### config.mk
export PLATFORM = sky130hd
export DESIGN_NAME = bcw_top
export DESIGN_NICKNAME = d
export VERILOG_FILES = /design/src/bcw_pkg.sv /design/src/bcw_fifo_if.sv /design/src/bcw_fifo.sv /design/src/bcw_top.sv
export SDC_FILE = /design/constraint.sdc
export NUM_CORES = 2
export LEC_CHECK = 0
export BUFFER_PORTS_ARGS = -buffer_cell sky130_fd_sc_hd__buf_2
export CAP_MARGIN = 10
export CORE_MARGIN = 3
export CORE_UTILIZATION = 45
export CTS_CLUSTER_SIZE = 20
export DETAILED_ROUTE_END_ITERATION = 12
export MAX_ROUTING_LAYER = met4
export SLEW_MARGIN = 20
export SYNTH_ARGS = -nofsm -noshare
export SYNTH_HDL_FRONTEND = slang
export SYNTH_SLANG_ARGS = --single-unit
### constraint.sdc
create_clock -name CORE_CLK_I -period 7.7 [get_ports CORE_CLK_I]
set_input_delay 1.155 -clock CORE_CLK_I [delete_from_list [all_inputs] [get_ports CORE_CLK_I]]
set_output_delay 1.155 -clock CORE_CLK_I [all_outputs]
set_load 0.01 [all_outputs]
### src/bcw_pkg.sv
// Constants, field layout and state type of the buffer chain walker
package bcw_pkg;
  // Register byte offsets
  localparam logic [7:0]  OFS_CTRL        = 8'h00;
  localparam logic [7:0]  OFS_RX_HEAD     = 8'h04;
  localparam logic [7:0]  OFS_TX_HEAD     = 8'h08;
  localparam logic [7:0]  OFS_STATUS      = 8'h0c;
  localparam logic [7:0]  OFS_RX_PTR      = 8'h10;
  localparam logic [7:0]  OFS_TX_PTR      = 8'h14;
  // Control and status fields
  localparam int          CTRL_RX_EN_BIT  = 0;
  localparam int          CTRL_TX_EN_BIT  = 1;
  localparam int          ST_BUSY_BIT     = 0;
  localparam int          ST_RX_HELD_BIT  = 6;
  localparam int          ST_TX_HELD_BIT  = 7;
  localparam logic [31:0] CTRL_RST        = 32'h0000_0000;
  localparam logic [31:0] PTR_RST         = 32'h0000_0000;
  localparam logic        HELD_RST        = 1'b0;
  // Buffer layout in word offsets from the buffer base
  localparam logic [31:0] LINK_WORD       = 32'h0000_0000;
  localparam logic [31:0] FSB_WORD        = 32'h0000_0001;
  localparam logic [31:0] DATA_WORD       = 32'h0000_0002;
  localparam int          FSB_DONE_BIT    = 31;
  localparam int          FSB_OVF_BIT     = 30;
  // Channels
  localparam int          CH_RX           = 0;
  localparam int          CH_TX           = 1;
  // Defaults
  localparam int          BUF_WORDS_DEF   = 64;
  localparam int          FIFO_DEPTH_DEF  = 32;
  // AXI responses
  localparam logic [1:0]  RESP_OKAY       = 2'b00;
  localparam logic [1:0]  RESP_SLVERR     = 2'b10;

  typedef enum logic [2:0] {
    S_IDLE,
    S_LINK,
    S_WR_DATA,
    S_POST,
    S_TX_LEN,
    S_TX_RD
  } bcw_state_t;
endpackage

### src/bcw_fifo_if.sv
// Handshake bundle between the walker and its receive FIFO
`timescale 1ns/1ns
interface bcw_fifo_if #(parameter int W = 33);
  logic [W-1:0] wdata;
  logic         wvalid;
  logic         wready;
  logic [W-1:0] rdata;
  logic         rvalid;
  logic         rready;

  modport owner (output wdata, output wvalid, input wready,
                 input rdata, input rvalid, output rready);
  modport fifo  (input wdata, input wvalid, output wready,
                 output rdata, output rvalid, input rready);
endinterface

### src/bcw_fifo.sv
// Receive data FIFO with registered ready and registered read data
`timescale 1ns/1ns
module bcw_fifo #(
  parameter int W     = 33,
  parameter int DEPTH = bcw_pkg::FIFO_DEPTH_DEF
) (
  // Clock, reset, enable
  input  wire logic clk_i,
  input  wire logic rstn_i,
  input  wire logic ce_i,
  // Both sides
  bcw_fifo_if.fifo  f
);
  localparam int AW = $clog2(DEPTH);

  logic [W-1:0] mem [DEPTH];
  logic [AW-1:0] wp_r;
  logic [AW-1:0] rp_r;
  logic [AW:0]   cnt_r;
  logic [AW:0]   cnt_nxt;
  logic          wready_r;
  logic          rvalid_r;
  logic [W-1:0]  rdata_r;
  logic          push;
  logic          load;

  assign push     = f.wvalid && wready_r;
  assign load     = (cnt_r != '0) && (!rvalid_r || f.rready);
  assign cnt_nxt  = cnt_r + (AW+1)'(push) - (AW+1)'(load);
  assign f.wready = wready_r;
  assign f.rvalid = rvalid_r;
  assign f.rdata  = rdata_r;

  always_ff @(posedge clk_i)
  begin
    if (ce_i && push)
    begin
      mem[wp_r] <= f.wdata;
    end
  end

  always_ff @(posedge clk_i)
  begin
    if (!rstn_i)
    begin
      wp_r     <= '0;
      rp_r     <= '0;
      cnt_r    <= '0;
      wready_r <= 1'b1;
    end
    else if (ce_i)
    begin
      if (push)
        wp_r <= wp_r + AW'(1);
      if (load)
        rp_r <= rp_r + AW'(1);
      cnt_r    <= cnt_nxt;
      wready_r <= (cnt_nxt < (AW+1)'(DEPTH));
    end
  end

  // Output stage, the drainer sees only registered data
  always_ff @(posedge clk_i)
  begin
    if (!rstn_i)
    begin
      rvalid_r <= 1'b0;
      rdata_r  <= '0;
    end
    else if (ce_i)
    begin
      if (load)
      begin
        rvalid_r <= 1'b1;
        rdata_r  <= mem[rp_r];
      end
      else if (f.rready)
        rvalid_r <= 1'b0;
    end
  end
endmodule // bcw_fifo

### src/bcw_top.sv
// Receive and transmit buffer chain walker with AXI4-Lite registers
`timescale 1ns/1ns
module bcw_top #(
  parameter int BUF_WORDS  = bcw_pkg::BUF_WORDS_DEF,
  parameter int FIFO_DEPTH = bcw_pkg::FIFO_DEPTH_DEF
) (
  // Clock, reset, enable
  input  wire logic        CORE_CLK_I,
  input  wire logic        RSTN_I,
  input  wire logic        CE_I,
  // AXI4-Lite write
  input  wire logic [7:0]  S_AXI_AWADDR_I,
  input  wire logic        S_AXI_AWVALID_I,
  output logic             S_AXI_AWREADY_O,
  input  wire logic [31:0] S_AXI_WDATA_I,
  input  wire logic [3:0]  S_AXI_WSTRB_I,
  input  wire logic        S_AXI_WVALID_I,
  output logic             S_AXI_WREADY_O,
  output logic [1:0]       S_AXI_BRESP_O,
  output logic             S_AXI_BVALID_O,
  input  wire logic        S_AXI_BREADY_I,
  // AXI4-Lite read
  input  wire logic [7:0]  S_AXI_ARADDR_I,
  input  wire logic        S_AXI_ARVALID_I,
  output logic             S_AXI_ARREADY_O,
  output logic [31:0]      S_AXI_RDATA_O,
  output logic [1:0]       S_AXI_RRESP_O,
  output logic             S_AXI_RVALID_O,
  input  wire logic        S_AXI_RREADY_I,
  // Received frame words
  input  wire logic [31:0] RX_DATA_I,
  input  wire logic        RX_LAST_I,
  input  wire logic        RX_VALID_I,
  output logic             RX_READY_O,
  // Transmitted frame words
  output logic [31:0]      TX_DATA_O,
  output logic             TX_LAST_O,
  output logic             TX_VALID_O,
  input  wire logic        TX_READY_I,
  // Buffer memory, word addressed
  output logic             MEM_REQ_O,
  output logic             MEM_WE_O,
  output logic [31:0]      MEM_ADDR_O,
  output logic [31:0]      MEM_WDATA_O,
  input  wire logic        MEM_ACK_I,
  input  wire logic [31:0] MEM_RDATA_I
);
  localparam int          IDX_W  = $clog2(BUF_WORDS + 1);
  localparam logic [15:0] BUFW16 = 16'(BUF_WORDS);

  function automatic logic [31:0] strb_merge(input logic [31:0] old_v,
                                             input logic [31:0] new_v,
                                             input logic [3:0]  strb);
    logic [31:0] res;
    res = old_v;
    for (int b = 0; b < 4; b++)
      if (strb[b])
        res[8*b +: 8] = new_v[8*b +: 8];
    return res;
  endfunction

  function automatic logic is_mapped(input logic [7:0] a);
    return (a == bcw_pkg::OFS_CTRL)   || (a == bcw_pkg::OFS_RX_HEAD) ||
           (a == bcw_pkg::OFS_TX_HEAD) || (a == bcw_pkg::OFS_STATUS) ||
           (a == bcw_pkg::OFS_RX_PTR)  || (a == bcw_pkg::OFS_TX_PTR);
  endfunction

  // Bus slave state
  logic              awready_r;
  logic              wready_r;
  logic              bvalid_r;
  logic [1:0]        bresp_r;
  logic [7:0]        aw_addr_r;
  logic [31:0]       w_data_r;
  logic [3:0]        w_strb_r;
  logic              arready_r;
  logic              rvalid_r;
  logic [1:0]        rresp_r;
  logic [31:0]       rdata_r;
  logic              wr_fire;
  logic [31:0]       ctrl_r;
  logic [7:0]        status;
  // Walker state
  bcw_pkg::bcw_state_t state_r;
  logic              chan_r;
  logic              rx_last_served_r;
  logic [31:0]       ptr_r [2];
  logic              held_r [2];
  logic [31:0]       buf_r;
  logic [IDX_W-1:0]  idx_r;
  logic [15:0]       len_r;
  logic              last_r;
  logic              ovf_r;
  logic              mem_req_r;
  logic              mem_we_r;
  logic [31:0]       mem_addr_r;
  logic [31:0]       mem_wdata_r;
  logic              mem_done;
  logic [31:0]       tx_data_r;
  logic              tx_last_r;
  logic              tx_valid_r;
  logic              rx_want;
  logic              tx_want;
  logic              pick_tx;
  logic [15:0]       tx_lim;

  bcw_fifo_if #(.W(33)) fi ();

  bcw_fifo #(
    .W     (33),
    .DEPTH (FIFO_DEPTH)
  ) u_fifo (
    .clk_i  (CORE_CLK_I),
    .rstn_i (RSTN_I),
    .ce_i   (CE_I),
    .f      (fi.fifo)
  );

  assign fi.wdata  = {RX_LAST_I, RX_DATA_I};
  assign fi.wvalid = RX_VALID_I;
  assign fi.rready = (state_r == bcw_pkg::S_WR_DATA) && !mem_req_r && !last_r;
  assign RX_READY_O = fi.wready;

  assign mem_done = mem_req_r && MEM_ACK_I;
  assign rx_want  = ctrl_r[bcw_pkg::CTRL_RX_EN_BIT] && fi.rvalid;
  assign tx_want  = ctrl_r[bcw_pkg::CTRL_TX_EN_BIT];
  assign pick_tx  = tx_want && (!rx_want || rx_last_served_r);
  assign tx_lim   = (len_r > BUFW16) ? BUFW16 : len_r;
  assign wr_fire  = !awready_r && !wready_r && !bvalid_r;

  always_comb
  begin
    status = 8'h00;
    status[bcw_pkg::ST_BUSY_BIT]    = (state_r != bcw_pkg::S_IDLE);
    status[bcw_pkg::ST_RX_HELD_BIT] = held_r[bcw_pkg::CH_RX];
    status[bcw_pkg::ST_TX_HELD_BIT] = held_r[bcw_pkg::CH_TX];
  end

  // Write address and data taken in either order, answered after both
  always_ff @(posedge CORE_CLK_I)
  begin
    if (!RSTN_I)
    begin
      awready_r <= 1'b1;
      wready_r  <= 1'b1;
      bvalid_r  <= 1'b0;
      bresp_r   <= bcw_pkg::RESP_OKAY;
      aw_addr_r <= 8'h00;
      w_data_r  <= 32'h0000_0000;
      w_strb_r  <= 4'h0;
    end
    else if (CE_I)
    begin
      if (S_AXI_AWVALID_I && awready_r)
      begin
        aw_addr_r <= S_AXI_AWADDR_I;
        awready_r <= 1'b0;
      end
      if (S_AXI_WVALID_I && wready_r)
      begin
        w_data_r <= S_AXI_WDATA_I;
        w_strb_r <= S_AXI_WSTRB_I;
        wready_r <= 1'b0;
      end
      if (wr_fire)
      begin
        bvalid_r <= 1'b1;
        bresp_r  <= is_mapped(aw_addr_r) ? bcw_pkg::RESP_OKAY : bcw_pkg::RESP_SLVERR;
      end
      if (bvalid_r && S_AXI_BREADY_I)
      begin
        bvalid_r  <= 1'b0;
        awready_r <= 1'b1;
        wready_r  <= 1'b1;
      end
    end
  end

  always_ff @(posedge CORE_CLK_I)
  begin
    if (!RSTN_I)
      ctrl_r <= bcw_pkg::CTRL_RST;
    else if (CE_I && wr_fire && (aw_addr_r == bcw_pkg::OFS_CTRL))
      ctrl_r <= strb_merge(ctrl_r, w_data_r, w_strb_r) & 32'h0000_0003;
  end

  // Read channel, data one cycle after the address is taken
  always_ff @(posedge CORE_CLK_I)
  begin
    if (!RSTN_I)
    begin
      arready_r <= 1'b1;
      rvalid_r  <= 1'b0;
      rresp_r   <= bcw_pkg::RESP_OKAY;
      rdata_r   <= 32'h0000_0000;
    end
    else if (CE_I)
    begin
      if (S_AXI_ARVALID_I && arready_r)
      begin
        arready_r <= 1'b0;
        rvalid_r  <= 1'b1;
        rresp_r   <= is_mapped(S_AXI_ARADDR_I) ? bcw_pkg::RESP_OKAY : bcw_pkg::RESP_SLVERR;
        case (S_AXI_ARADDR_I)
          bcw_pkg::OFS_CTRL:    rdata_r <= ctrl_r;
          bcw_pkg::OFS_RX_HEAD: rdata_r <= ptr_r[bcw_pkg::CH_RX];
          bcw_pkg::OFS_TX_HEAD: rdata_r <= ptr_r[bcw_pkg::CH_TX];
          bcw_pkg::OFS_STATUS:  rdata_r <= {24'h00_0000, status};
          bcw_pkg::OFS_RX_PTR:  rdata_r <= ptr_r[bcw_pkg::CH_RX];
          bcw_pkg::OFS_TX_PTR:  rdata_r <= ptr_r[bcw_pkg::CH_TX];
          default:              rdata_r <= 32'h0000_0000;
        endcase
      end
      else if (rvalid_r && S_AXI_RREADY_I)
      begin
        rvalid_r  <= 1'b0;
        arready_r <= 1'b1;
      end
    end
  end

  // Chain walker; host head writes win over the walker's own update
  always_ff @(posedge CORE_CLK_I)
  begin
    if (!RSTN_I)
    begin
      state_r          <= bcw_pkg::S_IDLE;
      chan_r           <= 1'b0;
      rx_last_served_r <= 1'b0;
      ptr_r[0]         <= bcw_pkg::PTR_RST;
      ptr_r[1]         <= bcw_pkg::PTR_RST;
      held_r[0]        <= bcw_pkg::HELD_RST;
      held_r[1]        <= bcw_pkg::HELD_RST;
      buf_r            <= 32'h0000_0000;
      idx_r            <= '0;
      len_r            <= 16'h0000;
      last_r           <= 1'b0;
      ovf_r            <= 1'b0;
      mem_req_r        <= 1'b0;
      mem_we_r         <= 1'b0;
      mem_addr_r       <= 32'h0000_0000;
      mem_wdata_r      <= 32'h0000_0000;
      tx_data_r        <= 32'h0000_0000;
      tx_last_r        <= 1'b0;
      tx_valid_r       <= 1'b0;
    end
    else if (CE_I)
    begin
      if (mem_done)
        mem_req_r <= 1'b0;
      if (tx_valid_r && TX_READY_I)
        tx_valid_r <= 1'b0;
      case (state_r)
        bcw_pkg::S_IDLE:
        begin
          if (rx_want || tx_want)
          begin
            chan_r           <= pick_tx;
            rx_last_served_r <= !pick_tx;
            buf_r            <= ptr_r[pick_tx];
            idx_r            <= '0;
            last_r           <= 1'b0;
            ovf_r            <= 1'b0;
            mem_req_r        <= 1'b1;
            mem_we_r         <= 1'b0;
            if (!held_r[pick_tx])
            begin
              mem_addr_r <= ptr_r[pick_tx];
              state_r    <= bcw_pkg::S_LINK;
            end
            else if (pick_tx)
            begin
              mem_addr_r <= ptr_r[pick_tx] + bcw_pkg::FSB_WORD;
              state_r    <= bcw_pkg::S_TX_LEN;
            end
            else
            begin
              mem_req_r <= 1'b0;
              state_r   <= bcw_pkg::S_WR_DATA;
            end
          end
        end
        bcw_pkg::S_LINK:
        begin
          if (mem_done)
          begin
            if (MEM_RDATA_I != 32'h0000_0000)
            begin
              ptr_r[chan_r]  <= MEM_RDATA_I;
              held_r[chan_r] <= 1'b1;
            end
            else
              held_r[chan_r] <= 1'b0;
            state_r <= bcw_pkg::S_IDLE;
          end
        end
        bcw_pkg::S_WR_DATA:
        begin
          if (!mem_req_r)
          begin
            if (last_r)
            begin
              mem_req_r   <= 1'b1;
              mem_we_r    <= 1'b1;
              mem_addr_r  <= buf_r + bcw_pkg::FSB_WORD;
              mem_wdata_r <= 32'h0000_0000;
              mem_wdata_r[bcw_pkg::FSB_DONE_BIT] <= 1'b1;
              mem_wdata_r[bcw_pkg::FSB_OVF_BIT]  <= ovf_r;
              mem_wdata_r[15:0] <= 16'(idx_r);
              state_r     <= bcw_pkg::S_POST;
            end
            else if (fi.rvalid)
            begin
              last_r <= fi.rdata[32];
              if (idx_r < IDX_W'(BUF_WORDS))
              begin
                mem_req_r   <= 1'b1;
                mem_we_r    <= 1'b1;
                mem_addr_r  <= buf_r + bcw_pkg::DATA_WORD + 32'(idx_r);
                mem_wdata_r <= fi.rdata[31:0];
                idx_r       <= idx_r + IDX_W'(1);
              end
              else
                ovf_r <= 1'b1;
            end
          end
        end
        bcw_pkg::S_POST:
        begin
          if (mem_done)
          begin
            // Frame posted; park on its link field, then try to advance
            ptr_r[chan_r]  <= buf_r + bcw_pkg::LINK_WORD;
            held_r[chan_r] <= 1'b0;
            mem_req_r      <= 1'b1;
            mem_we_r       <= 1'b0;
            mem_addr_r     <= buf_r + bcw_pkg::LINK_WORD;
            state_r        <= bcw_pkg::S_LINK;
          end
        end
        bcw_pkg::S_TX_LEN:
        begin
          if (mem_done)
          begin
            len_r   <= MEM_RDATA_I[15:0];
            state_r <= bcw_pkg::S_TX_RD;
          end
        end
        bcw_pkg::S_TX_RD:
        begin
          if (mem_done)
          begin
            tx_data_r  <= MEM_RDATA_I;
            tx_valid_r <= 1'b1;
            tx_last_r  <= (16'(idx_r) + 16'h0001 == tx_lim);
            idx_r      <= idx_r + IDX_W'(1);
          end
          else if (!mem_req_r && !tx_valid_r)
          begin
            mem_req_r <= 1'b1;
            if (16'(idx_r) >= tx_lim)
            begin
              mem_we_r    <= 1'b1;
              mem_addr_r  <= buf_r + bcw_pkg::FSB_WORD;
              mem_wdata_r <= 32'h0000_0000;
              mem_wdata_r[bcw_pkg::FSB_DONE_BIT] <= 1'b1;
              mem_wdata_r[bcw_pkg::FSB_OVF_BIT]  <= (len_r > BUFW16);
              mem_wdata_r[15:0] <= len_r;
              state_r     <= bcw_pkg::S_POST;
            end
            else
            begin
              mem_we_r   <= 1'b0;
              mem_addr_r <= buf_r + bcw_pkg::DATA_WORD + 32'(idx_r);
            end
          end
        end
        default:
          state_r <= bcw_pkg::S_IDLE;
      endcase
      if (wr_fire && (aw_addr_r == bcw_pkg::OFS_RX_HEAD))
      begin
        ptr_r[bcw_pkg::CH_RX]  <= strb_merge(ptr_r[bcw_pkg::CH_RX], w_data_r, w_strb_r);
        held_r[bcw_pkg::CH_RX] <= 1'b1;
      end
      if (wr_fire && (aw_addr_r == bcw_pkg::OFS_TX_HEAD))
      begin
        ptr_r[bcw_pkg::CH_TX]  <= strb_merge(ptr_r[bcw_pkg::CH_TX], w_data_r, w_strb_r);
        held_r[bcw_pkg::CH_TX] <= 1'b1;
      end
    end
  end

  assign S_AXI_AWREADY_O = awready_r;
  assign S_AXI_WREADY_O  = wready_r;
  assign S_AXI_BVALID_O  = bvalid_r;
  assign S_AXI_BRESP_O   = bresp_r;
  assign S_AXI_ARREADY_O = arready_r;
  assign S_AXI_RVALID_O  = rvalid_r;
  assign S_AXI_RRESP_O   = rresp_r;
  assign S_AXI_RDATA_O   = rdata_r;
  assign TX_DATA_O       = tx_data_r;
  assign TX_LAST_O       = tx_last_r;
  assign TX_VALID_O      = tx_valid_r;
  assign MEM_REQ_O       = mem_req_r;
  assign MEM_WE_O        = mem_we_r;
  assign MEM_ADDR_O      = mem_addr_r;
  assign MEM_WDATA_O     = mem_wdata_r;
endmodule // bcw_top

==> summary.md <==
| Metric | Value |
|---|---|
| Fin. max-slew vios | `0` |
| Clock transition at the registers of the reported paths | `0.06 ns` |
| Routed length per instance | `29.1 um` |
| Port bufs | `267` |
| Sink Count | `1420` |
| Antenna viol nets, final | `0` |
| CP delay by family, top | `simple AND/OR/NAND/NOR gates` |
| Crit path top cell by count | `buf_4` |
| Sw Share | `0.247` |
| # fillers | `10800` |
| Top FF cell, synth | `edfxtp_1` |
| Max-cap violations | `0` |
| Final WL | `173000 um` |
| Maximum clock insertion buffer count | `3` |
| Comb pwr share | `0.138` |
| DIE HEIGHT | `370 um` |
| GRT Resource Usage Total | `0.259` |
| Sequential Power Share | `0.472` |
| Core ar. | `130000 um2` |
| DRT Pass-1 Iters | `8` |
| Power per cell area | `268 nW/um2` |
| Commonest cells after routing, fill and taps aside | `1122 x edfxtp_1, 394 x nand2_1, 330 x mux4_2, 293 x dfxtp_1, 266 x buf_2` |
| Period utilisation layout | `0.643` |
| Max Clk Rate | `0.202 GHz` |
| Crit path launch type | `register` |
| Critical path, cell by cell | `nor2b_1 -> nand2_1 -> nor2_4 -> buf_4 -> nor3_1 -> nor3b_2 -> buf_4 -> a311o_1` |
| Tmin final | `4.95 ns` |
| Highest net fanout along the worst path | `33` |
| Later-pin clock latency in the skew report | `0.79 ns` |
| Starting Density | `0.456` |
| # IOs | `270` |
| Routability cong. | `0.998` |
| Register area share after synthesis | `0.666` |
| Die X | `370 um` |
| Ys async rst share | `0` |
| Post_cts resized | `0` |
| Sw power | `4.49 mW` |
| Netlist cell types | `85` |
| Buf/Inv on CP | `2` |
| Largest stage delay, worst path | `0.75 ns` |
| Peak supply drop | `0.235 mV` |
| Critical path type | `reg -> reg` |
| Drc violations | `0` |
| DIE AREA | `137000 um2` |
| Final HPWL DP | `109000 um` |
| Clock root buffer | `clkbuf_16` |
| Largest net degree at the start of global routing | `83` |
| P&R area growth vs syn | `13.7%` |
| Clock skew | `0.0558 ns` |
| Initial antenna violation count | `10` |
| Cell Area, Synth | `59600 um2` |
| Num CTS Buffers | `149` |
| Synthesis-stage register bit count | `1420` |
| Iter 0 DRT Violations | `4057` |
| Htree depth | `4` |
| Critical path data arrival time | `5.34 ns` |
| RSZ-0062 raised after global routing | `no` |
| Vias in the first global route | `34800` |
| Clock share of power | `0.390` |
| WHS | `0.453 ns` |
| Int Pwr | `13.6 mW` |
| Worst-Margin Slew | `1.13 ns` |
| Setup_tns | `0 ns` |
| Commonest non-fill, non-tap cell in the layout | `edfxtp_1` |
| FP Rows | `132` |
| Synth Instances | `3852` |
| Worst path slowest cell | `nand2_1` |
| # Post-CTS Setup Buffers | `0` |
| Total number of vias | `35800` |
| Rel. slew slack | `0.245` |
| Required @ worst endpoint | `8.08 ns` |
| Synth Warn # | `0` |
| CP Capture Type | `register` |
| Worst Hold Class | `reg -> reg` |
| Setup violators final | `0` |
| Final Hold Vio Count | `0` |
| Post-CTS Hold Fix Bufs | `0` |
| Vias/cell | `6.03` |
| First-pass GRT wire length | `248000 um` |
| Leakage | `22.2 nW` |
| Status | `finished, final reports clean` |
| Gr ovfl total | `0` |
| Ratio of cells with drive above 1 in the final layout | `0.232` |
| Synthesized area per cell | `15.5 um2` |
| Nets | `4242` |
| CTS tree | `done` |
| Post-synth EDFFs | `1122` |
## final timing paths
path	depth (start not counted)	start	slack, ns	to
worst max-delay path	8	state_r[1]	2.75	ptr_r[1][19]
worst min register to register	2	TX_DATA_O[14]	0.45	TX_DATA_O[14]
worst min-delay path	2	TX_DATA_O[14]	0.45	TX_DATA_O[14]
worst max register to register	8	state_r[1]	2.75	ptr_r[1][19]
## synthesized netlist by cell type (5+ instances only)
library cell	n	area [um2]
a211oi_1	23	173
a21boi_0	64	480
a21o_1	10	75.1
a21oi_1	200	1000
a221oi_1	7	61.3
a222oi_1	5	50.1
a22oi_1	39	293
a311o_1	10	100
a31oi_1	25	156
and2_1	25	156
and3_1	25	156
and4_1	7	61.3
buf_1	17	63.8
buf_2	51	255
buf_4	7	52.6
clkbuf_1	188	706
dfxtp_1	298	5970
edfxtp_1	1122	33700
ha_1	37	463
inv_1	27	101
mux2_2	7	78.8
mux2i_1	179	1790
mux4_2	330	7430
nand2_1	395	1480
nand2b_1	11	68.8
nand3_1	64	320
nand3b_1	5	37.5
nand4_1	38	238
nor2_1	173	649
nor2b_1	24	150
nor3_1	43	215
nor3b_1	16	120
nor4_1	28	175
o211a_1	31	310
o211ai_1	15	113
o21a_1	9	67.6
o21ai_0	104	521
o221ai_1	5	43.8
o22ai_1	9	56.3
o31ai_1	8	60.1
or2_2	5	31.3
or3_1	10	62.6
xnor2_1	52	455
xor2_1	31	272
## flip-flops by register name (all words and copies together) (netlist names), 3 cells and up
signal and cells:
len_r 16, w_data_r 32, MEM_ADDR_O 32, u_fifo.wp_r 5
ptr_r 64, u_fifo.cnt_r 6, u_fifo.rp_r 5, TX_DATA_O 32
S_AXI_RDATA_O 32, idx_r 7, MEM_WDATA_O 32, aw_addr_r 8
buf_r 32, state_r 3, u_fifo.mem 1056, u_fifo.f.rdata 33
w_strb_r 4
## worst register-to-register path, cell delays in order, from the launching register on
cell,delay [ns]
dfxtp_1,0.67
nor2b_1,0.41
nand2_1,0.75
nor2_4,0.28
buf_4,0.49
nor3_1,0.24
nor3b_2,0.59
buf_4,0.58
a311o_1,0.54
## logic make-up after synthesis
kind of cell / synth area share
other: 0.0000630
buffers and inverters: 0.0206
DFF: 0.666
muxes: 0.156
and+or+nand+nor: 0.0708
adders and majority gates: 0.00845
xor gates and xnor gates: 0.0122
AOI/OAI and AO/OA: 0.0657
## metal layers
metal,up-vias,wire [um],global-route usage
li1,15500,-,-
met1,18400,69700,0.335
met2,1505,84900,0.415
met3,326,11800,0.0439
met4,0,6570,0.0918
met5,-,0,-
## stage by stage
stage          utilization  cell area [um2]  cells  setup slack, ns  total power [mW]
5_1_grt              0.519            67700   5931             2.54              18.8
2_1_floorplan            -            59600   3853             3.88              10.5
4_1_cts              0.519            67700   5929             2.84              18.3
3_3_place_gp         0.482            62900   5666             2.93              11.3
3_5_place_dp         0.482            62900   5666             2.86              11.3
6_report             0.519            67700   5933             2.75              18.1
## power groups by stage
stage | sequential, mW | clock (mW) | combinational (mW)
after floorplan | 8.61 | 0 | 1.88
after global placement | 8.72 | 0 | 2.53
after detailed placement | 8.72 | 0 | 2.54
after CTS | 8.56 | 7.21 | 2.55
after global routing | 8.57 | 7.52 | 2.70
final | 8.56 | 7.08 | 2.50
## cell type report
class / instances / area (um2) / area share
antenna: 4 / 10.0 / 0.000148
clock inverter: 75 / 840 / 0.0124
timing repair buffer: 338 / 1930 / 0.0284
tap: 1742 / 2180 / 0.0322
inverter: 28 / 108 / 0.00159
multi-input combinational: 2138 / 19000 / 0.280
sequential: 1420 / 39700 / 0.586
clock buffer: 188 / 3990 / 0.0589
No activity file was read; power rests on OpenSTA's default activity.
